===== config.mk =====
export PLATFORM = sky130hd
export DESIGN_NAME = sdadc_serial_port
export DESIGN_NICKNAME = d
export VERILOG_FILES = /design/src/design/sdadc_pkg.sv /design/src/design/shift_if.sv /design/src/design/sdadc_serial_port.sv /design/src/design/word_shifter.sv
export SDC_FILE = /design/constraint.sdc
export NUM_CORES = 1
export LEC_CHECK = 0
export BUFFER_PORTS_ARGS = -buffer_cell sky130_fd_sc_hd__buf_2
export CELL_PAD_IN_SITES_DETAIL_PLACEMENT = 2
export CELL_PAD_IN_SITES_GLOBAL_PLACEMENT = 2
export CORE_MARGIN = 10
export CORE_UTILIZATION = 39
export DETAILED_ROUTE_END_ITERATION = 10
export PLACE_DENSITY_LB_ADDON = 0.08
export RECOVER_POWER = 100
export SYNTH_ARGS = -nofsm -noshare
export SYNTH_HDL_FRONTEND = slang
export SYNTH_HIERARCHICAL = 1
export SYNTH_SLANG_ARGS = --single-unit

===== constraint.sdc =====
create_clock -name clk_i -period 6.7 [get_ports clk_i]
set_input_delay 1.005 -clock clk_i [delete_from_list [all_inputs] [get_ports clk_i]]
set_output_delay 1.005 -clock clk_i [all_outputs]
set_load 0.01 [all_outputs]

===== src/design/sdadc_pkg.sv =====
// constants, modes and states for the converter serial output port
// Functional notes
// - cs released mid-word: finish current bit, then float data and clock lines.
// - cs is ignored during the four-cycle word update interval.
// - external-clock mode: next data bit follows each falling host clock edge.
// - self-clock mode: data changes after each falling edge of generated clock.
// - self-clock mode drives shift clock at master clock over four, 25% high.
// - valid flag low while data waits; high after send and four cycles on load.
// - calibration pin high over four cycles resets; calibration starts on release.
// - cs assertion starts a transfer in the format picked by the mode pins.
package sdadc_pkg;
  localparam int          WORD_BITS      = 16;
  localparam logic [4:0]  WORD_BITS_CNT  = 5'h10;
  localparam int          CLK_PERIOD_NS  = 4;
  localparam logic [2:0]  UPDATE_CNT     = 3'h4;
  localparam logic [2:0]  CAL_HOLD_CNT   = 3'h4;
  localparam logic [1:0]  SELF_HIGH_PH   = 2'h3;
  localparam logic [1:0]  SELF_PRE_HIGH  = 2'h2;
  localparam logic [7:0]  UART_BIT_LAST  = 8'h0F;
  localparam int          HOST_GAP_NS    = 160;
  localparam int          HOST_GAP_CYC   = (HOST_GAP_NS + CLK_PERIOD_NS - 1) / CLK_PERIOD_NS;
  // idle pin levels: cs_n and sleep_n high, cal and shift clock low, mode zero
  localparam logic [5:0]  SYNC_RST       = 6'h0A;
  localparam logic [15:0] WORD_RST       = 16'h0000;
  localparam logic        VALID_N_RST    = 1'b1;

  typedef logic [1:0] mode_t;
  localparam mode_t MODE_SELF = 2'h0;
  localparam mode_t MODE_EXT  = 2'h1;
  localparam mode_t MODE_UART = 2'h2;

  typedef enum logic [1:0] {
    ST_IDLE  = 2'b01,
    ST_SHIFT = 2'b10
  } port_state_e;
endpackage


===== src/design/shift_if.sv =====
// carrier between the port controller and the word shifter
`timescale 1ns/100ps
interface shift_if;
  logic        load;
  logic [15:0] word;
  logic        advance;
  logic        cur_bit;
  logic        next_bit;
  logic        last;
  modport ctrl    (output load, output word, output advance,
                   input cur_bit, input next_bit, input last);
  modport shifter (input load, input word, input advance,
                   output cur_bit, output next_bit, output last);
endinterface


===== src/design/sdadc_serial_port.sv =====
// serial output port and calibration control of the sigma-delta converter
`timescale 1ns/100ps
module sdadc_serial_port (
  input  wire logic              clk_i,
  input  wire logic              srst_i,
  input  wire logic [15:0]       result_i,
  input  wire logic              result_load_i,
  input  wire logic              cs_n_i,
  input  wire sdadc_pkg::mode_t  mode_sel_i,
  input  wire logic              cal_i,
  input  wire logic              sleep_n_i,
  input  wire logic              shift_clk_i,
  output logic                   shift_clk_o,
  output logic                   shift_clk_oe_n_o,
  output logic                   serial_out_line_o,
  output logic                   serial_out_line_oe_n_o,
  output logic                   word_valid_flag_n_o,
  output logic                   cal_reset_o,
  output logic                   cal_start_o
);
  import sdadc_pkg::*;

  shift_if sh ();
  word_shifter u_shift (
    .clk_i  (clk_i),
    .srst_i (srst_i),
    .sh     (sh)
  );

  // two-stage synchroniser for every pin level
  logic [5:0]  meta_q;
  logic [5:0]  sync_q;
  logic        cs_n_s;
  logic        sclk_s;
  logic        cal_s;
  logic        sleep_s;
  mode_t       mode_s;
  logic        sclk_prev_q;
  logic        sclk_fall;

  always_ff @(posedge clk_i) begin
    if (srst_i) begin
      meta_q <= SYNC_RST;
      sync_q <= SYNC_RST;
    end else begin
      meta_q <= {mode_sel_i, sleep_n_i, cal_i, cs_n_i, shift_clk_i};
      sync_q <= meta_q;
    end
  end

  assign sclk_s  = sync_q[0];
  assign cs_n_s  = sync_q[1];
  assign cal_s   = sync_q[2];
  assign sleep_s = sync_q[3];
  assign mode_s  = sync_q[5:4];

  always_ff @(posedge clk_i) begin
    if (srst_i) sclk_prev_q <= 1'b0;
    else        sclk_prev_q <= sclk_s;
  end
  // host is trusted to keep the clock low long enough after cs for this to be first edge
  assign sclk_fall = sclk_prev_q & ~sclk_s;

  // calibration pin: reset after a long high, calibration pulse on release
  logic [2:0] cal_cnt_q;
  logic       cal_reset_q;
  logic       cal_start_q;

  always_ff @(posedge clk_i) begin
    if (srst_i) begin
      cal_cnt_q   <= 3'h0;
      cal_reset_q <= 1'b0;
      cal_start_q <= 1'b0;
    end else begin
      cal_start_q <= 1'b0;
      if (!cal_s) cal_cnt_q <= 3'h0;
      else if (cal_cnt_q != CAL_HOLD_CNT) cal_cnt_q <= cal_cnt_q + 3'h1;
      if (cal_s && cal_cnt_q == CAL_HOLD_CNT) begin
        cal_reset_q <= 1'b1;
      end else if (cal_reset_q && !cal_s) begin
        cal_reset_q <= 1'b0;
        cal_start_q <= 1'b1;
      end
    end
  end

  // held result and valid flag
  logic [15:0]  held_q;
  logic [2:0]   upd_cnt_q;
  logic         valid_n_q;
  port_state_e  state_q;
  mode_t        mode_q;
  logic [1:0]   phase_q;
  logic [7:0]   baud_q;
  logic         start_bit_q;
  logic         stop_q;
  logic         sclk_q;
  logic         sclk_oe_n_q;
  logic         serial_out_line_q;
  logic         serial_out_line_oe_n_q;
  logic         bit_end;
  logic         finished;
  logic         abort;
  logic         start;
  logic         done;

  always_ff @(posedge clk_i) begin
    if (srst_i) held_q <= WORD_RST;
    else if (result_load_i) held_q <= result_i;
  end

  always_ff @(posedge clk_i) begin
    if (srst_i) begin
      upd_cnt_q <= 3'h0;
      valid_n_q <= VALID_N_RST;
    end else begin
      if (result_load_i) upd_cnt_q <= UPDATE_CNT;
      else if (upd_cnt_q != 3'h0) upd_cnt_q <= upd_cnt_q - 3'h1;
      // the end of an update beats a transfer finishing in the same cycle, but one finishing later still sets the valid flag high over a fresh word
      if (cal_reset_q) valid_n_q <= 1'b1;
      else if (result_load_i) valid_n_q <= 1'b1;
      else if (upd_cnt_q == 3'h1) valid_n_q <= 1'b0;
      else if (done) valid_n_q <= 1'b1;
    end
  end

  // cs is only seen with a settled valid word
  assign start = (state_q == ST_IDLE) && !cs_n_s && !valid_n_q && (upd_cnt_q == 3'h0)
                 && !result_load_i && sleep_s && !cal_reset_q;
  assign abort = cal_reset_q | ~sleep_s;

  always_comb begin
    bit_end = 1'b0;
    case (mode_q)
      MODE_EXT:  bit_end = sclk_fall;
      MODE_UART: bit_end = (baud_q == UART_BIT_LAST);
      default:   bit_end = (phase_q == SELF_HIGH_PH);
    endcase
    bit_end  = bit_end && (state_q == ST_SHIFT);
    finished = (mode_q == MODE_UART) ? stop_q : sh.last;
  end

  assign done       = bit_end && finished && !abort;
  assign sh.load    = start;
  assign sh.word    = held_q;
  assign sh.advance = bit_end && !cs_n_s && !finished && !abort
                      && !((mode_q == MODE_UART) && start_bit_q);

  always_ff @(posedge clk_i) begin
    if (srst_i) begin
      state_q      <= ST_IDLE;
      mode_q       <= MODE_SELF;
      phase_q      <= 2'h0;
      baud_q       <= 8'h00;
      start_bit_q  <= 1'b0;
      stop_q       <= 1'b0;
      sclk_q       <= 1'b0;
      sclk_oe_n_q  <= 1'b1;
      serial_out_line_q      <= 1'b0;
      serial_out_line_oe_n_q <= 1'b1;
    end else begin
      case (state_q)
        ST_IDLE: begin
          phase_q <= 2'h0;
          baud_q  <= 8'h00;
          sclk_q  <= 1'b0;
          if (start) begin
            state_q      <= ST_SHIFT;
            mode_q       <= mode_s;
            start_bit_q  <= (mode_s == MODE_UART);
            stop_q       <= 1'b0;
            serial_out_line_q      <= (mode_s == MODE_UART) ? 1'b0 : held_q[15];
            serial_out_line_oe_n_q <= 1'b0;
            sclk_oe_n_q  <= (mode_s == MODE_UART || mode_s == MODE_EXT);
          end
        end
        ST_SHIFT: begin
          phase_q <= phase_q + 2'h1;
          baud_q  <= bit_end ? 8'h00 : baud_q + 8'h01;
          // the spare mode code runs as self clock, so it must toggle the clock too
          sclk_q  <= (mode_q != MODE_EXT) && (mode_q != MODE_UART)
                     && (phase_q == SELF_PRE_HIGH) && !abort;
          if (abort || (bit_end && (cs_n_s || finished))) begin
            state_q      <= ST_IDLE;
            serial_out_line_oe_n_q <= 1'b1;
            sclk_oe_n_q  <= 1'b1;
          end else if (bit_end && (mode_q == MODE_UART) && start_bit_q) begin
            start_bit_q <= 1'b0;
            serial_out_line_q     <= sh.cur_bit;
          end else if (bit_end && (mode_q == MODE_UART) && sh.last) begin
            stop_q  <= 1'b1;
            serial_out_line_q <= 1'b1;
          end else if (sh.advance) begin
            serial_out_line_q <= sh.next_bit;
          end
        end
        default: state_q <= ST_IDLE;
      endcase
    end
  end

  assign shift_clk_o            = sclk_q;
  assign shift_clk_oe_n_o       = sclk_oe_n_q;
  assign serial_out_line_o      = serial_out_line_q;
  assign serial_out_line_oe_n_o = serial_out_line_oe_n_q;
  assign word_valid_flag_n_o    = valid_n_q;
  assign cal_reset_o            = cal_reset_q;
  assign cal_start_o            = cal_start_q;
endmodule // sdadc_serial_port


===== src/design/word_shifter.sv =====
// sixteen-bit result shifter, most significant bit leaves first
`timescale 1ns/100ps
module word_shifter (
  input  wire logic clk_i,
  input  wire logic srst_i,
  shift_if.shifter  sh
);
  import sdadc_pkg::*;

  logic [15:0] sr_q;
  logic [4:0]  cnt_q;

  always_ff @(posedge clk_i) begin
    if (srst_i) begin
      sr_q  <= WORD_RST;
      cnt_q <= 5'h00;
    end else if (sh.load) begin
      sr_q  <= sh.word;
      cnt_q <= WORD_BITS_CNT;
    end else if (sh.advance) begin
      sr_q  <= {sr_q[14:0], 1'b0};
      cnt_q <= cnt_q - 5'h01;
    end
  end

  assign sh.cur_bit  = sr_q[15];
  assign sh.next_bit = sr_q[14];
  assign sh.last     = (cnt_q == 5'h01);
endmodule // word_shifter


==> results_dict.tcl, run 1 <==
set metrics [dict create \
    status "finished, violations left" \
    violations "max-capacitance violations, max-slew violations" \
    finClkSkew_ns 0.0115 \
    reg2reg_to "u_shift/sr_q[11]$_SDFFE_PP0P_" \
    r2r_cells 9 \
    pin_count 32 \
    yosysMostFrequentCell "dfxtp_1" \
    worstPathArrival_ns 4.44 \
    drive_above_1_share 0.164 \
    cts_sinks 79 \
    grt_max_degree 73 \
    clk_latency_ns 0.35 \
    dr.pass1.iters 4 \
    r2r-start "mode_q[1]$_SDFFE_PP0P_" \
    setup_ws_ns 2.49 \
    htreeDepth 3 \
    yosys-top-cells-area "dfxtp_1 45%, nand2_1 5.4%, ha_1 5.3%" \
    fmax_ghz 0.238 \
    relSlewSlack -1.13 \
    syn_inst 385 \
    switchingPower_uw 214 \
    die_y_um 115 \
    intPower_uw 712 \
    final_cell_count_no_fill 523 \
    async_flop_share 0 \
    grt.total_usage 0.137 \
    max_cap_viol_count 1 \
    period_share 0.628 \
    start_util 0.401 \
    ys.warnings.count 6 \
    diodes 0 \
    syn-cell-area_sq_mm 0.00351 \
    drt_iter0_drc 123 \
    synth_cell_types 54 \
    dp_cells 508 \
    p_seq_frac 0.526 \
    synth_top_area_cell "dfxtp_1" \
    ys_ff_latch 79 \
    tightest_slew_ns 3.20 \
    syn2layout_area_growth_pct 12.2 \
    reg2reg_slack_ns 3.58 \
    p_per_area_mw_per_mm2 235 \
    switching_share 0.231 \
    fin_crit_ns 4.21 \
    dpl.hpwl_mm 6.14 \
    clock_path_buffers 2 \
    vias 2747 \
    setup.worst_path.start_class "primary input" \
    cts_tree "yes" \
    antenna_found_initial 0 \
    finalSetupViolCount 0 \
    wl_per_cell_um 16.6 \
    drc_errors 0 \
    utilization 0.450 \
    cts-root-buf "clkbuf_8" \
    place.gp.congestion 0.805 \
    cts_buffers 9 \
    nets 451 \
    clock_power_share 0.425 \
    routed_via_density 5.25 \
    syn-num-nets 425 \
    path_clk_slew_ns 0.08 \
    placementRows 34 \
    finalHoldViolCount 0 \
    detail-route-antenna-nets 0 \
    die_area_sq_mm 0.0132 \
    whs_endpoint "sync_q[1]$_SDFF_PP1_" \
    ir_drop_v 0.000130 \
    hp-class "reg2reg" \
    crit_path_max_fanout 72 \
    cts_resized 0 \
    cts_setup_buffers 0 \
    rsz0062_at_grt "no" \
    total_power_uw 927 \
    grt_pass1_vias 2972 \
    worstHoldStart "meta_q[1]$_SDFF_PP1_" \
    syn_area_per_cell_sq_um 9.13 \
    setup_tns_ns 0 \
    slew_violations 73 \
    synth_ff_type "dfxtp_1" \
    core_sq_mm 0.00876 \
    cp_data_required_time_ns 6.93 \
    hold_buffers 0 \
    overflow 0 \
    crit_type "in2reg" \
    critPathCaptureType "register" \
    combPwrFrac 0.048 \
    synth_edf_count 0 \
    ys_seq_area_frac 0.450 \
    hold-path-cell-count 1 \
    preCtsSetupSlack_ns 3.70 \
    power.leakage_nw 1.51 \
    synth_top_area_share 0.450 \
    port_buffers 31 \
    grt_pass1_wl_mm 14.7 \
    die_w_um 115 \
    synthTopCellsByCount "79 x dfxtp_1, 51 x nand2_1, 37 x nor2_1" \
    drt-total-wl_mm 8.67 \
]
layout make-up:
class | instances | area [sq um]
clock buffers | 9 | 124
well taps | 108 | 135
repair buffers | 33 | 158
flip-flops and latches | 79 | 1580
fillers | 1016 | 4820
multi-input cells | 269 | 1770
clock inverters | 6 | 93.8
inverters | 19 | 76.3
worst max path at each step:
stage | start | slack (ns) | to | cells after the start
finish | srst_i | 2.49 | baud_q[7]$_SDFFE_PP0N_ | 5
global route | srst_i | 1.98 | baud_q[7]$_SDFFE_PP0N_ | 5
detailed placement | result_load_i | 3.70 | u_shift/sr_q[10]$_SDFFE_PP0P_ | 7
CTS | mode_q[1]$_SDFFE_PP0P_ | 3.72 | u_shift/sr_q[11]$_SDFFE_PP0P_ | 9
floorplan | mode_q[0]$_SDFFE_PP0P_ | 4.21 | u_shift/sr_q[6]$_SDFFE_PP0P_ | 10
global placement | result_load_i | 3.76 | u_shift/sr_q[10]$_SDFFE_PP0P_ | 7
worst max-delay path, cell delays in order:
cell,delay [ns]
buf_2,0.07
clkbuf_1,2.24
a211oi_1,0.62
a41oi_1,0.43
a31oi_1,0.06
through the flow:
| stage | instance area (sq um) | hold WS [ns] |
|---|---|---|
| final | 3940 | 0.423 |
| after global routing | 3940 | 0.447 |
| after CTS | 3950 | 0.428 |
| after detailed placement | 3740 | 0.406 |
| after global placement | 3740 | 0.395 |
| after floorplan | 3510 | 0.389 |
registers in the layout, indices dropped and copies added, names as in the netlist, 2 cells and up:
register	count
baud_q	8
cal_cnt_q	3
held_q	16
meta_q	6
mode_q	2
phase_q	2
state_q	2
sync_q	6
u_shift/cnt_q	5
u_shift/sr_q	16
upd_cnt_q	3
cell usage in the layout (no fill, tap or decap), types with 2 or more instances in the layout:
cell	n
dfxtp_1	79
nand2_1	51
nor2_1	37
a21oi_1	33
buf_2	24
inv_1	18
mux2i_1	18
mux2_2	16
ha_1	15
nor2b_1	11
clkbuf_8	9
nand3_1	8
clkbuf_1	8
nand2b_1	7
nor3_1	7
o21ai_0	7
xnor2_1	5
a31oi_1	5
or2_2	4
clkinv_4	3
o21a_1	3
a21o_1	3
nor3b_1	3
xor2_1	2
a22o_1	2
nand4b_1	2
a2111oi_0	2
o21bai_1	2
and2_1	2
o311ai_0	2
bufinv_16	2
per-layer routing:
metal,wire (um),global-route usage
met2,4570,0.248
met1,3810,0.154
met4,53,0.0314
met5,0,0
met3,234,0.0391
power groups by stage:
stage	Clock, mW	Sequential, mW	Combinational [mW]
floorplan	0	0.497	0.0308
global placement	0	0.499	0.0433
detailed placement	0	0.499	0.0456
CTS	0.408	0.488	0.0459
global route	0.431	0.490	0.0523
finish	0.394	0.488	0.0448
cell families (layout without fill, tap and decap cells):
group	Yosys count	after routing	share of synthesized area
AOI/OAI and AO/OA	68	68	0.126
xor gates and xnor gates	7	7	0.0175
adders and majority gates	15	15	0.0534
DFF	79	79	0.450
and+or+nand+nor	145	145	0.205
muxes	34	34	0.103
buffers and inverters	37	67	0.0452
No activity file was read; power rests on OpenSTA's default activity.
==> inputs of run 2 (changes only) <==
CORE_UTILIZATION = 33   (was 39)
clock period = 3.6 ns   (was 6.7 ns; I/O delays follow)
==> results_dict.tcl, run 2 (same netlist as run 1, synthesis figures left out) <==
set metrics [dict create \
    cpMaxStageDelayCell "or4b_1" \
    reg.largest.list "held_q x16, u_shift/sr_q x16, baud_q x8" \
    ir_drop_v 0.000210 \
    grt_pass1_wl_mm 15.3 \
    wl_per_cell_um 15.9 \
    cts_tree "yes" \
    hp-class "in2reg" \
    finClkSkew_ns 0.00819 \
    cp_data_required_time_ns 3.87 \
    mostFrequentLayoutCells "79 x dfxtp_1, 51 x nand2_1, 37 x nor2_1, 33 x a21oi_1, 23 x buf_2" \
    finalSetupViolCount 0 \
    setup.worst_path.start_class "register" \
    crit_path_max_fanout 21 \
    p_per_area_mw_per_mm2 429 \
    htreeDepth 3 \
    critPathCaptureType "register" \
    period_share 0.844 \
    clk_latency_ns 0.36 \
    dr.pass1.iters 4 \
    worstPathCellList "inv_1 -> ha_1 -> or4b_1 -> o311ai_4 -> nand3_1 -> nor2_1 -> buf_4 -> nand2_1 -> or4_1 -> a31oi_1" \
    nets 453 \
    setup_tns_ns 0 \
    antenna_found_initial 0 \
    detail-route-antenna-nets 0 \
    max_cap_viol_count 1 \
    drt-total-wl_mm 8.82 \
    status "finished, violations left" \
    placementRows 37 \
    cp.buffers_inverters 2 \
    cts_buffers 9 \
    placed_area_sq_mm 0.00379 \
    finalInstanceArea_sq_mm 0.00396 \
    critical-path-top-delay-family "simple AND/OR/NAND/NOR gates" \
    pin_count 32 \
    tightest_slew_ns 1.90 \
    cts-root-buf "clkbuf_8" \
    core_sq_mm 0.0104 \
    drive_above_1_share 0.158 \
    die_y_um 123 \
    fin_crit_ns 3.04 \
    n_fill_cell 1194 \
    relSlewSlack -0.269 \
    path_clk_slew_ns 0.08 \
    cts_setup_buffers 0 \
    finalHoldViolCount 0 \
    cts_resized 0 \
    multi_input_area_sq_mm 0.00175 \
    power.leakage_nw 1.52 \
    violations "max-capacitance violations, max-slew violations" \
    diodes 0 \
    fmax_ghz 0.329 \
    slew_violations 43 \
    start_util 0.339 \
    grt_pass1_vias 3065 \
    drt_iter0_drc 64 \
    layout_commonest_cell "dfxtp_1" \
    cp_slowest_stage_delay_ns 0.50 \
    rsz0062_at_grt "no" \
    routed_via_density 4.96 \
    place.gp.congestion 0.750 \
    crit_type "reg2reg" \
    cts_sinks 79 \
    seqCellArea_sq_mm 0.00158 \
    grt.total_usage 0.127 \
    worstPathArrival_ns 3.31 \
    overflow 0 \
    port_buffers 31 \
    syn2layout_area_growth_pct 12.6 \
    die_w_um 123 \
    die_area_sq_mm 0.0152 \
    clock_path_buffers 2 \
    dpl.hpwl_mm 6.12 \
    vias 2747 \
    hold_buffers 0 \
    drc_errors 0 \
    grt_max_degree 43 \
]
[run 2: path summary, 6_finish.rpt]
kind                                                 endpoint              startpoint  depth (start not counted)  slack, ns
worst max-delay path            u_shift/cnt_q[4]$_SDFFE_PP0P_  mode_q[0]$_SDFFE_PP0P_                         10       0.56
worst min-delay path                     meta_q[3]$_SDFF_PP1_               sleep_n_i                          2       0.36
worst max register to register  u_shift/cnt_q[4]$_SDFFE_PP0P_  mode_q[0]$_SDFFE_PP0P_                         10       0.56
worst min register to register           sync_q[3]$_SDFF_PP1_    meta_q[3]$_SDFF_PP1_                          1       0.42
[run 2: final cells by class]
type	instances	area share
flip-flops and latches	79	0.400
clock inverters	3	0.0101
inverters	19	0.0193
repair buffers	35	0.0436
well taps	136	0.0430
multi-input cells	269	0.441
clock buffers	13	0.0427
[run 2: stage by stage]
stage | util | hold WS (ns) | power [mW] | setup WS (ns) | cells
floorplan | - | 0.389 | 0.982 | 1.11 | 385
global placement | 0.365 | 0.398 | 1.01 | 0.772 | 538
detailed placement | 0.365 | 0.401 | 1.02 | 0.614 | 538
CTS | 0.385 | 0.344 | 1.73 | 0.593 | 554
global route | 0.382 | 0.351 | 1.78 | 0.286 | 554
finish | 0.382 | 0.363 | 1.70 | 0.561 | 554
[run 2: report_power, final]
part	total [mW]	internal, mW	switching (mW)
logic	0.0864	0.0386	0.0478
registers	0.908	0.895	0.0126
clock network	0.704	0.376	0.329
total	1.70	1.31	0.389
[run 2: metal layers]
layer / part of all wire / up-vias / global-route usage
li1: - / 1365 / -
met1: 0.44 / 1352 / 0.139
met2: 0.52 / 19 / 0.230
met3: 0.023 / 11 / 0.0324
met4: 0.014 / 0 / 0.0524
met5: 0 / - / 0
